--- config.mk ---
export PLATFORM = sky130hd
export DESIGN_NAME = serial_fifo_control_status
export DESIGN_NICKNAME = d
export VERILOG_FILES = /design/src/verilog/fifo_pkg.sv /design/src/verilog/queue_link_if.sv /design/src/verilog/byte_queue.sv /design/src/verilog/serial_fifo_control_status.sv
export VERILOG_INCLUDE_DIRS = /design/src /design/src/verilog
export SDC_FILE = /design/constraint.sdc
export NUM_CORES = 1
export LEC_CHECK = 0
export BUFFER_PORTS_ARGS = -buffer_cell sky130_fd_sc_hd__buf_2
export CAP_MARGIN = 10
export CORE_UTILIZATION = 40
export CTS_BUF_LIST = sky130_fd_sc_hd__clkbuf_4
export DETAILED_ROUTE_END_ITERATION = 8
export PLACE_DENSITY_LB_ADDON = 0.25
export SLEW_MARGIN = 15
export SYNTH_ARGS = -nofsm -noshare
export SYNTH_HDL_FRONTEND = slang
export SYNTH_SLANG_ARGS = --single-unit
--- constraint.sdc ---
create_clock -name sys_clk -period 4.3 [get_ports sys_clk]
set_input_delay 0.645 -clock sys_clk [delete_from_list [all_inputs] [get_ports sys_clk]]
set_output_delay 0.645 -clock sys_clk [all_outputs]
set_load 0.05 [all_outputs]
--- src/verilog/fifo_ctrl_defines.svh ---
// Offsets, bit positions and reset values of the serial FIFO block
//
// How it works
// - Writing 1 to setup bit 8 empties the transmit buffer; reads 0.
// - Writing 1 to setup bit 7 empties the transmit FIFO; reads 0.
// - Transmit irq at level == threshold, or <= it with select set.
// - Threshold is 0..3 bytes in half duplex, bit 0 only in full duplex.
// - Setup resets while disabled or stop-in-idle; software rewrites it.
// - rx_queue_state bit 7 is a read-only overrun flag, reset 0.
// - Reading the serial data buffer clears the receive overrun flag.
// - rx_queue_state bits 2..0 give the receive level 0 to 4, RO.
// - tx_queue_state bit 7 is a read-only underrun flag, reset 1.
// - Writing the serial data buffer clears the transmit underrun flag.
// - tx_queue_state bits 2..0 give the transmit level 0 to 4, RO.
// - Gate bit 1 turns each receive irq event into a DMA request.
// - Gate bit 0 turns each transmit irq event into a DMA request.
`ifndef FIFO_CTRL_DEFINES_SVH
`define FIFO_CTRL_DEFINES_SVH

////////////////////////////////////////////////////////////////////////////////
// Register byte offsets
`define OFF_DATA_BUF      8'h00
`define OFF_CHAN_CTRL     8'h04
`define OFF_TX_SETUP      8'h08
`define OFF_RX_STATE      8'h0C
`define OFF_TX_STATE      8'h10
`define OFF_DMA_GATE      8'h14
`define OFF_IRQ_STATUS    8'h18
`define OFF_IRQ_MASK      8'h1C

////////////////////////////////////////////////////////////////////////////////
// Field positions
`define TX_BUF_CLR_BIT    8
`define TX_FIFO_CLR_BIT   7
`define TX_CMP_SEL_BIT    6
`define FLAG_BIT          7
`define CTRL_ENABLE_BIT   0
`define CTRL_DUPLEX_BIT   1
`define CTRL_IDLE_BIT     2
`define DMA_RX_BIT        1
`define DMA_TX_BIT        0
`define EVT_TX            0
`define EVT_RX            1
`define EVT_RX_OVR        2
`define EVT_TX_UNR        3

////////////////////////////////////////////////////////////////////////////////
// Sizes and reset values
`define EVT_COUNT         4
`define CAP_HALF          3'h4
`define CAP_FULL          3'h2
`define UNDERRUN_RESET    1'b1
`define OVERRUN_RESET     1'b0

`endif

--- src/verilog/fifo_pkg.sv ---
// Types shared by the serial FIFO block
package fifo_pkg;
    typedef logic [7:0] byte_type;
    typedef logic [2:0] level_type;
    typedef enum logic {
        HALF_DUPLEX = 1'b0,
        FULL_DUPLEX = 1'b1
    } duplex_type;
endpackage

--- src/verilog/queue_link_if.sv ---
// Link between the FIFO control logic and one byte queue
`timescale 1ns/1ps
`default_nettype none
interface queue_link_if;
    logic                push;
    logic                pop;
    logic                clear;
    fifo_pkg::byte_type  wdata;
    fifo_pkg::byte_type  rdata;
    fifo_pkg::level_type level;
    fifo_pkg::level_type cap;
    logic                full;
    logic                empty;

    modport owner (output push, pop, clear, wdata, cap,
                   input rdata, level, full, empty);
    modport store (input push, pop, clear, wdata, cap,
                   output rdata, level, full, empty);
endinterface
`default_nettype wire

--- src/verilog/byte_queue.sv ---
// Byte FIFO with a run-time capacity limit and synchronous clear
`timescale 1ns/1ps
`default_nettype none
module byte_queue #(
    parameter int DEPTH = 4
) (
    input  wire logic   sys_clk,
    input  wire logic   rst,
    queue_link_if.store q
);
    localparam int PTR_W = (DEPTH > 1) ? $clog2(DEPTH) : 1;

    fifo_pkg::byte_type  mem_ff [DEPTH];
    logic [PTR_W-1:0]    wr_ptr_ff;
    logic [PTR_W-1:0]    rd_ptr_ff;
    fifo_pkg::level_type count_ff;
    wire logic           do_push;
    wire logic           do_pop;

    // Wrap a pointer at the array end
    function automatic logic [PTR_W-1:0] step(input logic [PTR_W-1:0] p);
        return (int'(p) == DEPTH - 1) ? '0 : PTR_W'(p + 1'b1);
    endfunction

    // Clear beats both push and pop in the same cycle
    assign do_push = q.push && !q.full && !q.clear;
    assign do_pop  = q.pop && !q.empty && !q.clear;
    assign q.full  = (count_ff >= q.cap);
    assign q.empty = (count_ff == 3'h0);
    assign q.rdata = mem_ff[rd_ptr_ff];
    assign q.level = count_ff;

    ////////////////////////////////////////////////////////////////////////////
    // Storage, no reset needed
    always_ff @(posedge sys_clk) begin
        if (do_push) begin
            mem_ff[wr_ptr_ff] <= q.wdata;
        end
    end

    // Pointers and fill count
    always_ff @(posedge sys_clk) begin
        if (rst || q.clear) begin
            wr_ptr_ff <= '0;
            rd_ptr_ff <= '0;
            count_ff  <= 3'h0;
        end else begin
            if (do_push) wr_ptr_ff <= step(wr_ptr_ff);
            if (do_pop) rd_ptr_ff <= step(rd_ptr_ff);
            count_ff <= count_ff + 3'(do_push) - 3'(do_pop);
        end
    end
endmodule // byte_queue
`default_nettype wire

--- src/verilog/serial_fifo_control_status.sv ---
// FIFO control, status, interrupt and DMA request logic of a serial channel
//
// Chosen here: the address map and strobed register access.
`include "fifo_ctrl_defines.svh"
`timescale 1ns/1ps
`default_nettype none
module serial_fifo_control_status #(
    parameter int DEPTH = 4
) (
    input  wire logic        sys_clk,
    input  wire logic        rst,
    input  wire logic [7:0]  addr,
    input  wire logic [31:0] wr_data,
    input  wire logic        wr_en,
    input  wire logic        rd_en,
    output logic      [31:0] rd_data,
    input  wire logic        idle_mode,
    input  wire logic [7:0]  rx_byte,
    input  wire logic        rx_byte_done,
    input  wire logic        tx_take,
    output logic      [7:0]  tx_data,
    output logic             tx_data_valid,
    output logic             irq,
    output logic             rx_dma_request,
    output logic             tx_dma_request
);
    ////////////////////////////////////////////////////////////////////////////
    // Declarations
    queue_link_if tx_q ();
    queue_link_if rx_q ();

    logic                     cmp_sel_ff;
    logic [1:0]               thr_ff;
    logic                     chan_en_ff;
    fifo_pkg::duplex_type     duplex_ff;
    logic                     stop_idle_ff;
    logic                     dma_rx_en_ff;
    logic                     dma_tx_en_ff;
    logic [`EVT_COUNT-1:0]    status_ff;
    logic [`EVT_COUNT-1:0]    mask_ff;
    logic                     rx_overrun_ff;
    logic                     tx_underrun_ff;
    fifo_pkg::byte_type       tx_buf_ff;
    logic                     tx_buf_valid_ff;
    logic                     tx_hit_ff;
    logic [31:0]              rd_data_ff;
    logic                     irq_ff;
    logic                     rx_dma_ff;
    logic                     tx_dma_ff;
    logic [`EVT_COUNT-1:0]    nxt_status;

    wire logic                wr_buf;
    wire logic                wr_ctrl;
    wire logic                wr_setup;
    wire logic                wr_dma;
    wire logic                wr_stat;
    wire logic                wr_mask;
    wire logic                rd_buf;
    wire logic                tb_clear;
    wire logic                tf_clear;
    wire logic                setup_reset;
    wire logic                load_buf;
    wire fifo_pkg::level_type cap;
    wire fifo_pkg::level_type tx_thr;
    wire logic                tx_hit;
    wire logic                tx_evt;
    wire logic                rx_evt;
    wire logic                rx_ovr_evt;
    wire logic                tx_unr_evt;
    wire logic [`EVT_COUNT-1:0] events;
    wire logic [31:0]         rd_word;

    ////////////////////////////////////////////////////////////////////////////
    // Helpers

    // Threshold decode per duplex mode
    function automatic fifo_pkg::level_type decode_thr(
        input logic [1:0]           til,
        input fifo_pkg::duplex_type dpx
    );
        return (dpx == fifo_pkg::FULL_DUPLEX) ? {2'h0, til[0]}
                                              : {1'b0, til};
    endfunction

    // Level against threshold, equal or at-or-below
    function automatic logic level_hit(
        input fifo_pkg::level_type lvl,
        input fifo_pkg::level_type thr,
        input logic                sel
    );
        return sel ? (lvl <= thr) : (lvl == thr);
    endfunction

    // Status word: flag in bit 7, level in bits 2..0
    function automatic logic [31:0] state_word(
        input logic                flag,
        input fifo_pkg::level_type lvl
    );
        logic [31:0] w;
        w = 32'h0000_0000;
        w[`FLAG_BIT] = flag;
        w[2:0] = lvl;
        return w;
    endfunction

    ////////////////////////////////////////////////////////////////////////////
    // Address decode
    assign wr_buf   = wr_en && (addr == `OFF_DATA_BUF);
    assign wr_ctrl  = wr_en && (addr == `OFF_CHAN_CTRL);
    assign wr_setup = wr_en && (addr == `OFF_TX_SETUP);
    assign wr_dma   = wr_en && (addr == `OFF_DMA_GATE);
    assign wr_stat  = wr_en && (addr == `OFF_IRQ_STATUS);
    assign wr_mask  = wr_en && (addr == `OFF_IRQ_MASK);
    assign rd_buf   = rd_en && (addr == `OFF_DATA_BUF);

    // Clears act on a written one
    assign tb_clear = wr_setup && wr_data[`TX_BUF_CLR_BIT];
    assign tf_clear = wr_setup && wr_data[`TX_FIFO_CLR_BIT];

    // Stopped channel holds setup at reset
    assign setup_reset = !chan_en_ff || (idle_mode && stop_idle_ff);

    ////////////////////////////////////////////////////////////////////////////
    // Queue hookup; capacity follows the duplex mode
    assign cap = (duplex_ff == fifo_pkg::FULL_DUPLEX) ? `CAP_FULL : `CAP_HALF;

    // Transmit queue fed by data writes; full ones dropped
    assign tx_q.push  = wr_buf;
    assign tx_q.wdata = wr_data[7:0];
    assign tx_q.clear = tf_clear;
    assign tx_q.pop   = load_buf;
    assign tx_q.cap   = cap;

    // Receive queue: shifter in, data reads out
    assign rx_q.push  = rx_byte_done;
    assign rx_q.wdata = rx_byte;
    assign rx_q.clear = !chan_en_ff;
    assign rx_q.pop   = rd_buf;
    assign rx_q.cap   = cap;

    byte_queue #(.DEPTH(DEPTH)) tx_queue (
        .sys_clk (sys_clk),
        .rst     (rst),
        .q       (tx_q.store)
    );

    byte_queue #(.DEPTH(DEPTH)) rx_queue (
        .sys_clk (sys_clk),
        .rst     (rst),
        .q       (rx_q.store)
    );

    ////////////////////////////////////////////////////////////////////////////
    // Events
    // Refill only once empty, so a take never races the load
    assign load_buf = !tx_buf_valid_ff && !tx_q.empty && !tb_clear;

    // Transmit event on a rising threshold match
    assign tx_thr = decode_thr(thr_ff, duplex_ff);
    assign tx_hit = level_hit(tx_q.level, tx_thr, cmp_sel_ff);
    assign tx_evt = tx_hit && !tx_hit_ff;

    // Receive event per stored byte; overflow dropped
    assign rx_evt     = rx_byte_done && !rx_q.full;
    assign rx_ovr_evt = rx_byte_done && rx_q.full;

    // Shifter took the last byte
    assign tx_unr_evt = tx_take && tx_buf_valid_ff && tx_q.empty
                        && !wr_buf;

    assign events = {tx_unr_evt, rx_ovr_evt, rx_evt, tx_evt};

    // Write-one-to-clear, a same-cycle event wins
    assign nxt_status = (status_ff & ~(wr_stat ? wr_data[`EVT_COUNT-1:0]
                                               : {`EVT_COUNT{1'b0}}))
                        | events;

    ////////////////////////////////////////////////////////////////////////////
    // Read mux; clear bits read as zero
    assign rd_word =
        (addr == `OFF_DATA_BUF)   ? {24'h00_0000, rx_q.rdata} :
        (addr == `OFF_CHAN_CTRL)  ? {29'h0000_0000, stop_idle_ff,
                                     duplex_ff, chan_en_ff} :
        (addr == `OFF_TX_SETUP)   ? {25'h000_0000, cmp_sel_ff,
                                     4'h0, thr_ff} :
        (addr == `OFF_RX_STATE)   ? state_word(rx_overrun_ff,
                                               rx_q.level) :
        (addr == `OFF_TX_STATE)   ? state_word(tx_underrun_ff,
                                               tx_q.level) :
        (addr == `OFF_DMA_GATE)   ? {30'h0000_0000, dma_rx_en_ff,
                                     dma_tx_en_ff} :
        (addr == `OFF_IRQ_STATUS) ? {28'h000_0000, status_ff} :
        (addr == `OFF_IRQ_MASK)   ? {28'h000_0000, mask_ff} :
                                    32'h0000_0000;

    ////////////////////////////////////////////////////////////////////////////
    // Channel control and gates
    always_ff @(posedge sys_clk) begin
        if (rst) begin
            chan_en_ff   <= 1'b0;
            duplex_ff    <= fifo_pkg::HALF_DUPLEX;
            stop_idle_ff <= 1'b0;
            dma_rx_en_ff <= 1'b0;
            dma_tx_en_ff <= 1'b0;
            mask_ff      <= '0;
        end else begin
            if (wr_ctrl) begin
                chan_en_ff   <= wr_data[`CTRL_ENABLE_BIT];
                duplex_ff    <= fifo_pkg::duplex_type'(
                                    wr_data[`CTRL_DUPLEX_BIT]);
                stop_idle_ff <= wr_data[`CTRL_IDLE_BIT];
            end
            if (wr_dma) begin
                dma_rx_en_ff <= wr_data[`DMA_RX_BIT];
                dma_tx_en_ff <= wr_data[`DMA_TX_BIT];
            end
            if (wr_mask) mask_ff <= wr_data[`EVT_COUNT-1:0];
        end
    end

    // Transmit setup, held at reset while stopped
    always_ff @(posedge sys_clk) begin
        if (rst || setup_reset) begin
            cmp_sel_ff <= 1'b0;
            thr_ff     <= 2'h0;
        end else if (wr_setup) begin
            cmp_sel_ff <= wr_data[`TX_CMP_SEL_BIT];
            thr_ff     <= wr_data[1:0];
        end
    end

    ////////////////////////////////////////////////////////////////////////////
    // Holding buffer toward the shifter
    always_ff @(posedge sys_clk) begin
        if (rst || tb_clear) begin
            tx_buf_valid_ff <= 1'b0;
            tx_buf_ff       <= 8'h00;
        end else if (load_buf) begin
            tx_buf_valid_ff <= 1'b1;
            tx_buf_ff       <= tx_q.rdata;
        end else if (tx_take) begin
            tx_buf_valid_ff <= 1'b0;
        end
    end

    ////////////////////////////////////////////////////////////////////////////
    // Sticky flags, set beats the access clear
    always_ff @(posedge sys_clk) begin
        if (rst) begin
            rx_overrun_ff  <= `OVERRUN_RESET;
            tx_underrun_ff <= `UNDERRUN_RESET;
        end else begin
            rx_overrun_ff  <= rx_ovr_evt
                              || (rx_overrun_ff && !rd_buf);
            tx_underrun_ff <= tx_unr_evt
                              || (tx_underrun_ff && !wr_buf);
        end
    end

    ////////////////////////////////////////////////////////////////////////////
    // Interrupt status, DMA pulses and read data
    // Match history starts high: no event out of reset
    always_ff @(posedge sys_clk) begin
        if (rst) begin
            status_ff  <= '0;
            tx_hit_ff  <= 1'b1;
            irq_ff     <= 1'b0;
            rx_dma_ff  <= 1'b0;
            tx_dma_ff  <= 1'b0;
            rd_data_ff <= 32'h0000_0000;
        end else begin
            status_ff  <= nxt_status;
            tx_hit_ff  <= tx_hit;
            irq_ff     <= |(nxt_status & mask_ff);
            rx_dma_ff  <= rx_evt && dma_rx_en_ff;
            tx_dma_ff  <= tx_evt && dma_tx_en_ff;
            rd_data_ff <= rd_en ? rd_word : 32'h0000_0000;
        end
    end

    ////////////////////////////////////////////////////////////////////////////
    // Outputs, all from flip-flops
    assign rd_data        = rd_data_ff;
    assign tx_data        = tx_buf_ff;
    assign tx_data_valid  = tx_buf_valid_ff;
    assign irq            = irq_ff;
    assign rx_dma_request = rx_dma_ff;
    assign tx_dma_request = tx_dma_ff;
endmodule // serial_fifo_control_status
`default_nettype wire

* Yosys cells after proc, flatten, opt, wreduce, memory -nomap -nowiden
Memory sizes are Yosys's and may differ from the RTL's. A register that Yosys moved wholly into a read port is not among the register bits.
Cells that the tools add are included.
** Storage, ports and cells
- Register bits :: 69
- Bits in writable memories :: 64
- Bits of input ports :: 55
- Output and inout bits :: 44
- Word-level logic and storage cells :: 132
- Memories kept :: 2
** Memory list
- rx_queue.mem_ff :: depth 4, width 8, read ports 1, clocked after Yosys merged registers in 1, wr ports 1, RTL line byte_queue.sv:13 : fifo_pkg::byte_type mem_ff [DEPTH];
- tx_queue.mem_ff :: depth 4, width 8, read ports 1, clocked after Yosys merged registers in 1, wr ports 1, RTL line byte_queue.sv:13
** Cells by class
- Add/sub/neg operators :: 8
- Order comparisons :: 3
- Eq/ne operators :: 12
- Multiplexer cells :: 24
- Bitwise logic cells :: 5
- Reduce and logical (&&, ||, !) cells :: 54
** Operators by type and width (number)
- $mux W8 :: 5
- $eq A8 B5 Y1 const B :: 4
- $logic_and A1 B1 Y1 :: 29
- $eq A8 B4 Y1 const B :: 2
- $mux W4 :: 4
- $mux W2 :: 7
- $logic_not A1 Y1 :: 11
- $reduce_or A9 Y1 :: 1
- $add A2 B1 Y2 const B :: 4
- $and A4 B4 Y4 :: 2
- $eq A2 B1 Y1 const B :: 4
- $eq A8 B3 Y1 const B :: 1
- $logic_not A8 Y1 :: 1
- $logic_or A1 B1 Y1 :: 7
- $mux W1 :: 7
- $add A3 B1 Y3 :: 2
- $ge A3 B3 Y1 :: 2
- $logic_not A3 Y1 :: 2
- $sub A3 B1 Y3 :: 2
- $not A4 Y4 :: 1
- $or A4 B4 Y4 :: 1
- $reduce_or A4 Y1 :: 1
- $eq A3 B2 Y1 :: 1
- $le A3 B2 Y1 :: 1
- 4 further kinds :: 4

* Longest topological paths before layout
Gate-level depths: netlist (run 1).
- Depth after elaboration :: 9
- Mapped depth :: 14
- Mapped depth without buffers :: 12

* Cells and area by module
Synthesis (run 1) repeated with hierarchy kept, for this count alone.
** Second synthesis, totals
- Cell total of the unflattened synthesis :: 426
- Area, all modules :: 5519.0 µm²
** By module, submodules not included
- byte_queue :: instances 2, cells an instance 101, area each 1726.7 µm², sequential area each 1141.1 µm²
- serial_fifo_control_status :: instances 1, cells an instance 224, area each 2065.7 µm², sequential area each 780.7 µm²

* Worst setup path before layout (run 1)
No wires, ideal clock.
- Kind :: input -> register
- Start point :: input port addr[7]
- End point :: register tx_queue.count_ff[2], in the netlist tx_queue.q.level[2]
- Library setup time :: 121 ps
- Data arrival time :: 3107 ps
- Required time :: 4179 ps
- Slack :: 1072 ps
- Stages on the path :: 13
- Buffers on the path :: 1
- Cells stage by stage :: or4_4 -> nor3_4 -> a211o_2 -> buf_6 -> a21oi_1 -> ha_1 -> inv_1 -> ha_1 -> inv_1 -> fa_1 -> xnor2_1 -> xnor2_1 -> nor2_1
** On the way
- Longest elaborated chain between the ends :: 8
- Elaborated cells between the ends (all ways) :: 16
- Classes of those cells :: add/sub (2); eq/ne (1); reduce/logical (13)
** Ends and longest elaborated chain
- from (decl) :: RTL line serial_fifo_control_status.sv:12 : input wire logic [7:0] addr,
- $eq A8 B4 Y1 (no source line) *
- $logic_and A1 B1 Y1 * :: RTL line serial_fifo_control_status.sv:110 : assign wr_setup = wr_en && (addr == `OFF_TX_SETUP);
- $logic_and A1 B1 Y1 :: RTL line serial_fifo_control_status.sv:117 : assign tb_clear = wr_setup && wr_data[`TX_BUF_CLR_BIT];
- $logic_not A1 Y1 :: RTL line serial_fifo_control_status.sv:156 : assign load_buf = !tx_buf_valid_ff && !tx_q.empty && !tb_clear;
- $logic_and A1 B1 Y1 :: RTL line serial_fifo_control_status.sv:156
- $logic_and A1 B1 Y1 :: RTL line byte_queue.sv:27 : assign do_pop = q.pop && !q.empty && !q.clear;
- $logic_and A1 B1 Y1 * :: RTL line byte_queue.sv:27
- named net tx_queue.do_pop :: RTL line byte_queue.sv:18 : wire logic do_pop;
- $sub A3 B1 Y3 * :: RTL line byte_queue.sv:50 : count_ff <= count_ff + 3'(do_push) - 3'(do_pop);
- to (signal assigned) :: RTL line byte_queue.sv:50
- to (decl) :: RTL line byte_queue.sv:16 : fifo_pkg::level_type count_ff;
Mark *: on every way through the listed nets, which the timed path passes. The rest lies on a longest branch.
A chain may end at the register's enable or synchronous reset.

* Worst setup path in the final report (run 1)
Ends and elaborated chain as after synthesis.

==> results.cfg, run 1 <==
[cts]
cts_setup_buffers = 0
htreeDepth = 4
cts_tree = yes
clk_pin_slew_ns = 0.11
clockBufferDepth = 2
numCtsBuffers = 17
clock_sinks = 119
clk_latency_ns = 0.54
cts_root_buffer = clkbuf_4
ctsResizeCount = 0
cts_hold_buf = 0

[yosys]
synthTopCellsByArea = edfxtp_1 37%, dfxtp_1 21%, mux4_2 7.7%
ys_warn_count = 0
synth.distinct_cells = 52
synth_common_cells = 64 x edfxtp_1, 55 x dfxtp_1, 44 x nand2_1, 31 x nor2_1, 26 x a21oi_1
seq_area_frac_synth_pct = 57.7
syn-cell-area_sq_mm = 0.00524
synth_most_common_cell = edfxtp_1
async_flop_share_pct = 0
synth_edf_count = 64
ys.flop_type = edfxtp_1
avgSynthCellArea_sq_um = 12.4
synth_top_cell_by_area = edfxtp_1
ys_seq_elements = 119
synth_top_area_share_pct = 36.7
netlist_instances = 422

[pwr]
powerDensity_mw_per_mm2 = 472
p_int_mw = 1.91
irDropWorstVdd_mv = 0.218
pwr-share-comb_pct = 19.7
p_sw_share_pct = 31.6
clockPowerShare_pct = 32.7
power.switching_uw = 883
seq_power_share_pct = 47.6
p_leak_nw = 2.23

[placed_design]
gp_congestion = 0.802
dp_slack_ns = 0.946
io_buffers = 51
dpl_cell_area_sq_mm = 0.00558
dp_hpwl_um = 7760

[floorplan]
die_area_sq_mm = 0.0136
io_pins = 99
die_h_um = 116
rows = 41
core-area_sq_mm = 0.0127
die_w_um = 116
start_util_pct = 41.3

[critical_path]
critPathLaunchType = input pin
cp.required_ns = 4.72
end_kind = register
arrival_ns = 3.22
path_max_fanout = 13
worstSetupPathType = in2reg
cpLargestDelayFamily = simple AND/OR/NAND/NOR gates
critPathBufInv = 3
cp_slowest_cell = or4_4
path_cells = buf_2 -> or4_4 -> nor3_4 -> a211o_2 -> a21oi_1 -> ha_1 -> inv_1 -> ha_1 -> inv_1 -> fa_1 -> xnor2_1 -> xnor2_1 -> nor2_1
crit_path_max_incr_delay_ns = 0.59

[flow_run]
drv_cap = 0

[grt]
grt_pass1_vias = 3261
grt.overflow.total = 0
grt_use_total_pct = 16.9
antenna_found_initial = 0
grt_pass1_wl_um = 16500
grt_max_degree = 20

[final_layout]
nets = 558
n_antenna_cell = 0
area_growth_syn_to_layout_pct = 12.8
multi_input_area_sq_mm = 0.00199
final_cell_area_sq_mm = 0.00591
register_area_sq_mm = 0.00302
drive_gt1_share_pct = 23.1
fillers = 1174

[sta]
slew_viol_final = 0
worst_pin_slew_ns = 0.646
fmax_mhz = 357
fin_crit_sh_pct = 65.2
rsz0062_at_grt = false
max_slew_margin_pct = 56.9
setup_ws_ns = 1.50
min_period_ns = 2.80
hold_viol = 0
setup_viol = 0
tns_ns = 0
final.setup_skew_ns = 0.0147

[hold_path]
hold_path_class = in2reg

[detailed_routing]
ant_nets = 0
drt_iter0_drc = 152
via_per_inst = 4.99
drc = 0
drt-wirelength-per-cell_um = 16.0
vias = 3321
totalWireLength_um = 10700
firstDrtPassIters = 5

[status]
outcome = completed
## final timing paths
kind | startpoint | end | slack (ns) | cells after the start
min reg2reg | tx_data[4]$_SDFFE_PP0P_ | tx_data[4]$_SDFFE_PP0P_ | 0.46 | 2
min | rx_byte[0] | rx_queue.mem_ff[1][0]$_DFFE_PP_ | 0.32 | 1
max reg2reg | tx_queue.q.level[1]$_SDFF_PP0_ | tx_queue.q.level[2]$_SDFF_PP0_ | 1.63 | 11
max | addr[7] | tx_queue.q.level[2]$_SDFF_PP0_ | 1.50 | 13
## placed cells by master, fill, tap and decap left out, types with 3 or more instances in the layout
cell type / Yosys / final
nor2_1: 31 / 31
mux2i_1: 12 / 12
bufinv_16: 0 / 4
nor3_1: 6 / 6
nor2b_1: 3 / 3
nand2b_1: 7 / 7
edfxtp_1: 64 / 64
and3_1: 6 / 6
a32oi_1: 3 / 3
conb_1: 1 / 24
clkbuf_4: 0 / 17
clkinv_4: 0 / 4
mux4_2: 18 / 18
clkinvlp_4: 0 / 3
nand3_1: 6 / 6
buf_4: 24 / 3
or3_1: 6 / 6
a21oi_1: 26 / 26
nand2_1: 44 / 44
dfxtp_1: 55 / 55
inv_1: 20 / 20
buf_2: 3 / 51
o21ai_0: 6 / 6
and2_1: 10 / 10
nor3b_1: 3 / 3
o22ai_1: 4 / 4
ha_1: 20 / 20
xnor2_1: 4 / 4
## sequential cells by signal (all words and copies together), names as in the netlist, 2 cells and up, named ones only
signal              cells
rx_queue.q.level        3
tx_queue.mem_ff        32
tx_queue.wr_ptr_ff      2
tx_queue.rd_ptr_ff      2
rx_queue.wr_ptr_ff      2
thr_ff                  2
tx_data                 8
rx_queue.mem_ff        32
mask_ff                 4
status_ff               4
tx_queue.q.level        3
rd_data                 8
rx_queue.rd_ptr_ff      2
## kinds of logic after synthesis
| family | after synthesis | share of synthesized area [%] |
|---|---|---|
| flip-flops | 119 | 57.7 |
| AND/OR/NAND/NOR | 133 | 12.9 |
| AO/OA/AOI/OAI | 54 | 6.59 |
| other | 1 | 0.0716 |
| multiplexers | 32 | 10.5 |
| adder cells (fa/ha/maj) | 22 | 5.54 |
| XOR/XNOR | 4 | 0.669 |
| buffers and inverters | 57 | 6.02 |
## stage by stage
stage          util [%]  std cells  hold WS (ns)  power [mW]
2_1_floorplan         -        445         0.437        1.80
3_3_place_gp       44.0        634         0.439        1.90
3_5_place_dp       44.0        634         0.451        1.91
4_1_cts            46.6        666         0.280        2.82
5_1_grt            46.6        666         0.268        2.93
6_report           46.6        666         0.320        2.79
## cell type report
| class | instances | share of cell area [%] |
|---|---|---|
| Clock buffer | 17 | 2.16 |
| Clock inverter | 15 | 3.43 |
| Inverter | 20 | 1.27 |
| Multi-Input combinational cell | 269 | 33.6 |
| Sequential cell | 119 | 51.2 |
| Tap cell | 172 | 3.64 |
| Timing Repair Buffer | 54 | 4.70 |
## power groups by stage
| stage | combinational, mW | clock (mW) | sequential [mW] |
|---|---|---|---|
| after floorplan | 0.363 | 0 | 1.43 |
| after global placement | 0.541 | 0 | 1.35 |
| after detailed placement | 0.553 | 0 | 1.36 |
| after CTS | 0.555 | 0.933 | 1.33 |
| after global routing | 0.607 | 0.982 | 1.34 |
| final | 0.549 | 0.913 | 1.33 |
## routing by layer
metal / up-vias / GRT usage [%] / part of all wire, %
li1: 1607 / - / -
met1: 1624 / 20.6 / 44
met2: 82 / 28.2 / 50
met3: 8 / 5.60 / 4.5
met4: 0 / 5.90 / 0.89
met5: - / 0 / 0
## worst reg2reg max path: stages, from the launching register on
cell      delay (ns)
dfxtp_1         0.48
inv_1           0.11
ha_1            0.30
inv_1           0.05
o21ai_0         0.08
a211oi_2        0.51
ha_1            0.24
inv_1           0.05
fa_1            0.37
xnor2_1         0.18
xnor2_1         0.13
nor2_1          0.05
Power figures use the tool's default switching activity.
==> run 2, diff against run 1 <==
Clock period 4.3 ns to 2.8 ns, I/O delays scaled along.
==> run 2 against run 1 <==
Against the previous run:
- die area unchanged
- non-clock buffer count increased by 26
- sequential share of layout area decreased by 1.6 points
- combinational power rose by 62%
- sequential power is 53% higher
- core utilization grew 1.5 points
- routed wire length rose by 3.0%
- critical path type is now reg2reg
- critical path depth is 3 lower
- global-route usage grew 0.75 points
- critical endpoint is now rx_queue.q.level[2]$_SDFF_PP0_
- hold slack got worse by 0.22 ns
- sequential cell count did not move
==> results.cfg, run 2 (synthesis results as in run 1) <==
[final_layout]
area_growth_syn_to_layout_pct = 16.5
layout_common_cells = 64 x edfxtp_1, 55 x dfxtp_1, 51 x buf_2
nets = 584
finalNonFillerCells = 693
reg_top3 = rx_queue.mem_ff: 32 flops, tx_queue.mem_ff: 32 flops
drive_gt1_share_pct = 27.3
final_cell_area_sq_mm = 0.00610
final_common_cell = edfxtp_1
post-route-util_pct = 48.2

[critical_path]
end_kind = register
arrival_ns = 2.94
r2r-start = rx_queue.q.level[1]$_SDFF_PP0_
path_max_fanout = 5
cp.required_ns = 3.23
startpoint = rx_queue.q.level[1]$_SDFF_PP0_
critPathLaunchType = register
worstSetupPathType = reg2reg

[pwr]
p_leak_nw = 2.36
design_power_total_mw = 4.23
irDropWorstVdd_mv = 0.322
powerDensity_mw_per_mm2 = 694

[detailed_routing]
ant_nets = 0
drt-wirelength-per-cell_um = 15.8
vias = 3457
dr.max_layer_used = met4
drt_iter0_drc = 207
drc = 0
firstDrtPassIters = 5
totalWireLength_um = 11000
route.met3.wl_um = 656
wl_met1_um = 4680
wl_met2_um = 5540
via_per_inst = 4.99

[floorplan]
rows = 41
core-area_sq_mm = 0.0127
start_util_pct = 41.3
die_h_um = 116
io_pins = 99
die_area_sq_mm = 0.0136
die_w_um = 116

[cts]
numCtsBuffers = 17
ctsResizeCount = 0
cts_setup_buffers = 0
clk_latency_ns = 0.54
cts_tree = yes
clk_pin_slew_ns = 0.11
cts_root_buffer = clkbuf_4
clock_sinks = 119
cts_hold_buf = 0
htreeDepth = 4
clockBufferDepth = 2

[flow_run]
drv_cap = 0

[grt]
grt_max_degree = 20
grt.overflow.total = 0
grt_use_total_pct = 17.7
antenna_found_initial = 1
grt_pass1_wl_um = 17100
grt_pass1_vias = 3383

[sta]
tns_ns = 0
final.setup_skew_ns = 0.0200
setup_viol = 0
fmax_mhz = 399
rsz0062_at_grt = false
max_slew_margin_pct = 54.2
hold_viol = 0
fin_crit_sh_pct = 89.5
worst_pin_slew_ns = 0.686
slew_viol_final = 0
min_period_ns = 2.51

[hold_path]
min_from = rx_byte[7]
hold_path_class = in2reg

[placed_design]
dp.cells = 660
dp_hpwl_um = 8080
dpl_cell_area_sq_mm = 0.00580
gp_congestion = 0.839
io_buffers = 51

[status]
outcome = completed
run 2: cell types whose count changed in the layout (fill, tap and decap cells not counted), sizes merged:
| cell | previous run | this run |
|---|---|---|
| buf | 54 | 80 |
| bufinv | 4 | 3 |
| diode | 0 | 1 |
| inv | 22 | 23 |
run 2: metal layers:
metal | vias to the layer above | global-route usage (%)
met1 | 1690 | 21.3
met4 | 0 | 6.15
met3 | 6 | 6.12
li1 | 1658 | -
met5 | - | 0
met2 | 103 | 29.4
run 2: power breakdown:
part | total [mW] | switching [mW] | internal [mW]
Sequential | 2.04 | 0.117 | 1.93
Clock | 1.30 | 0.677 | 0.622
Combinational | 0.890 | 0.561 | 0.329
run 2: path summary, 6_finish.rpt:
check | depth (start not counted) | slack [ns] | endpoint
setup / recovery | 10 | 0.29 | rx_queue.q.level[2]$_SDFF_PP0_
hold / removal | 1 | 0.10 | rx_queue.mem_ff[0][7]$_DFFE_PP_
setup reg to reg | 10 | 0.29 | rx_queue.q.level[2]$_SDFF_PP0_
hold reg to reg | 2 | 0.46 | tx_data[4]$_SDFFE_PP0P_
run 2: stage by stage:
stage          setup WS (ns)  hold slack [ns]
3_3_place_gp         -0.0318            0.438
3_5_place_dp         -0.0351            0.445
6_report               0.295            0.101
2_1_floorplan         -0.106            0.437
4_1_cts                0.282           0.0483
5_1_grt               0.0798           0.0371
run 2: critical path, stage by stage, from the launching register on:
cell and delay (ns):
dfxtp_1 0.40, inv_1 0.11, ha_1 0.30, a311oi_1 0.35
and3_1 0.29, ha_1 0.17, inv_1 0.05, fa_1 0.37
xnor2_1 0.18, xnor2_1 0.14, nor2_1 0.05
run 2: final cells by class:
class / instances / area [sq um]
multi-input combinational: 269 / 2000
fill: 1163 / 6570
sequential: 119 / 3020
tap: 172 / 215
clock buffer: 17 / 128
clock inverter: 15 / 178
inverter: 20 / 75.1
antenna: 1 / 2.50
timing repair buffer: 80 / 485
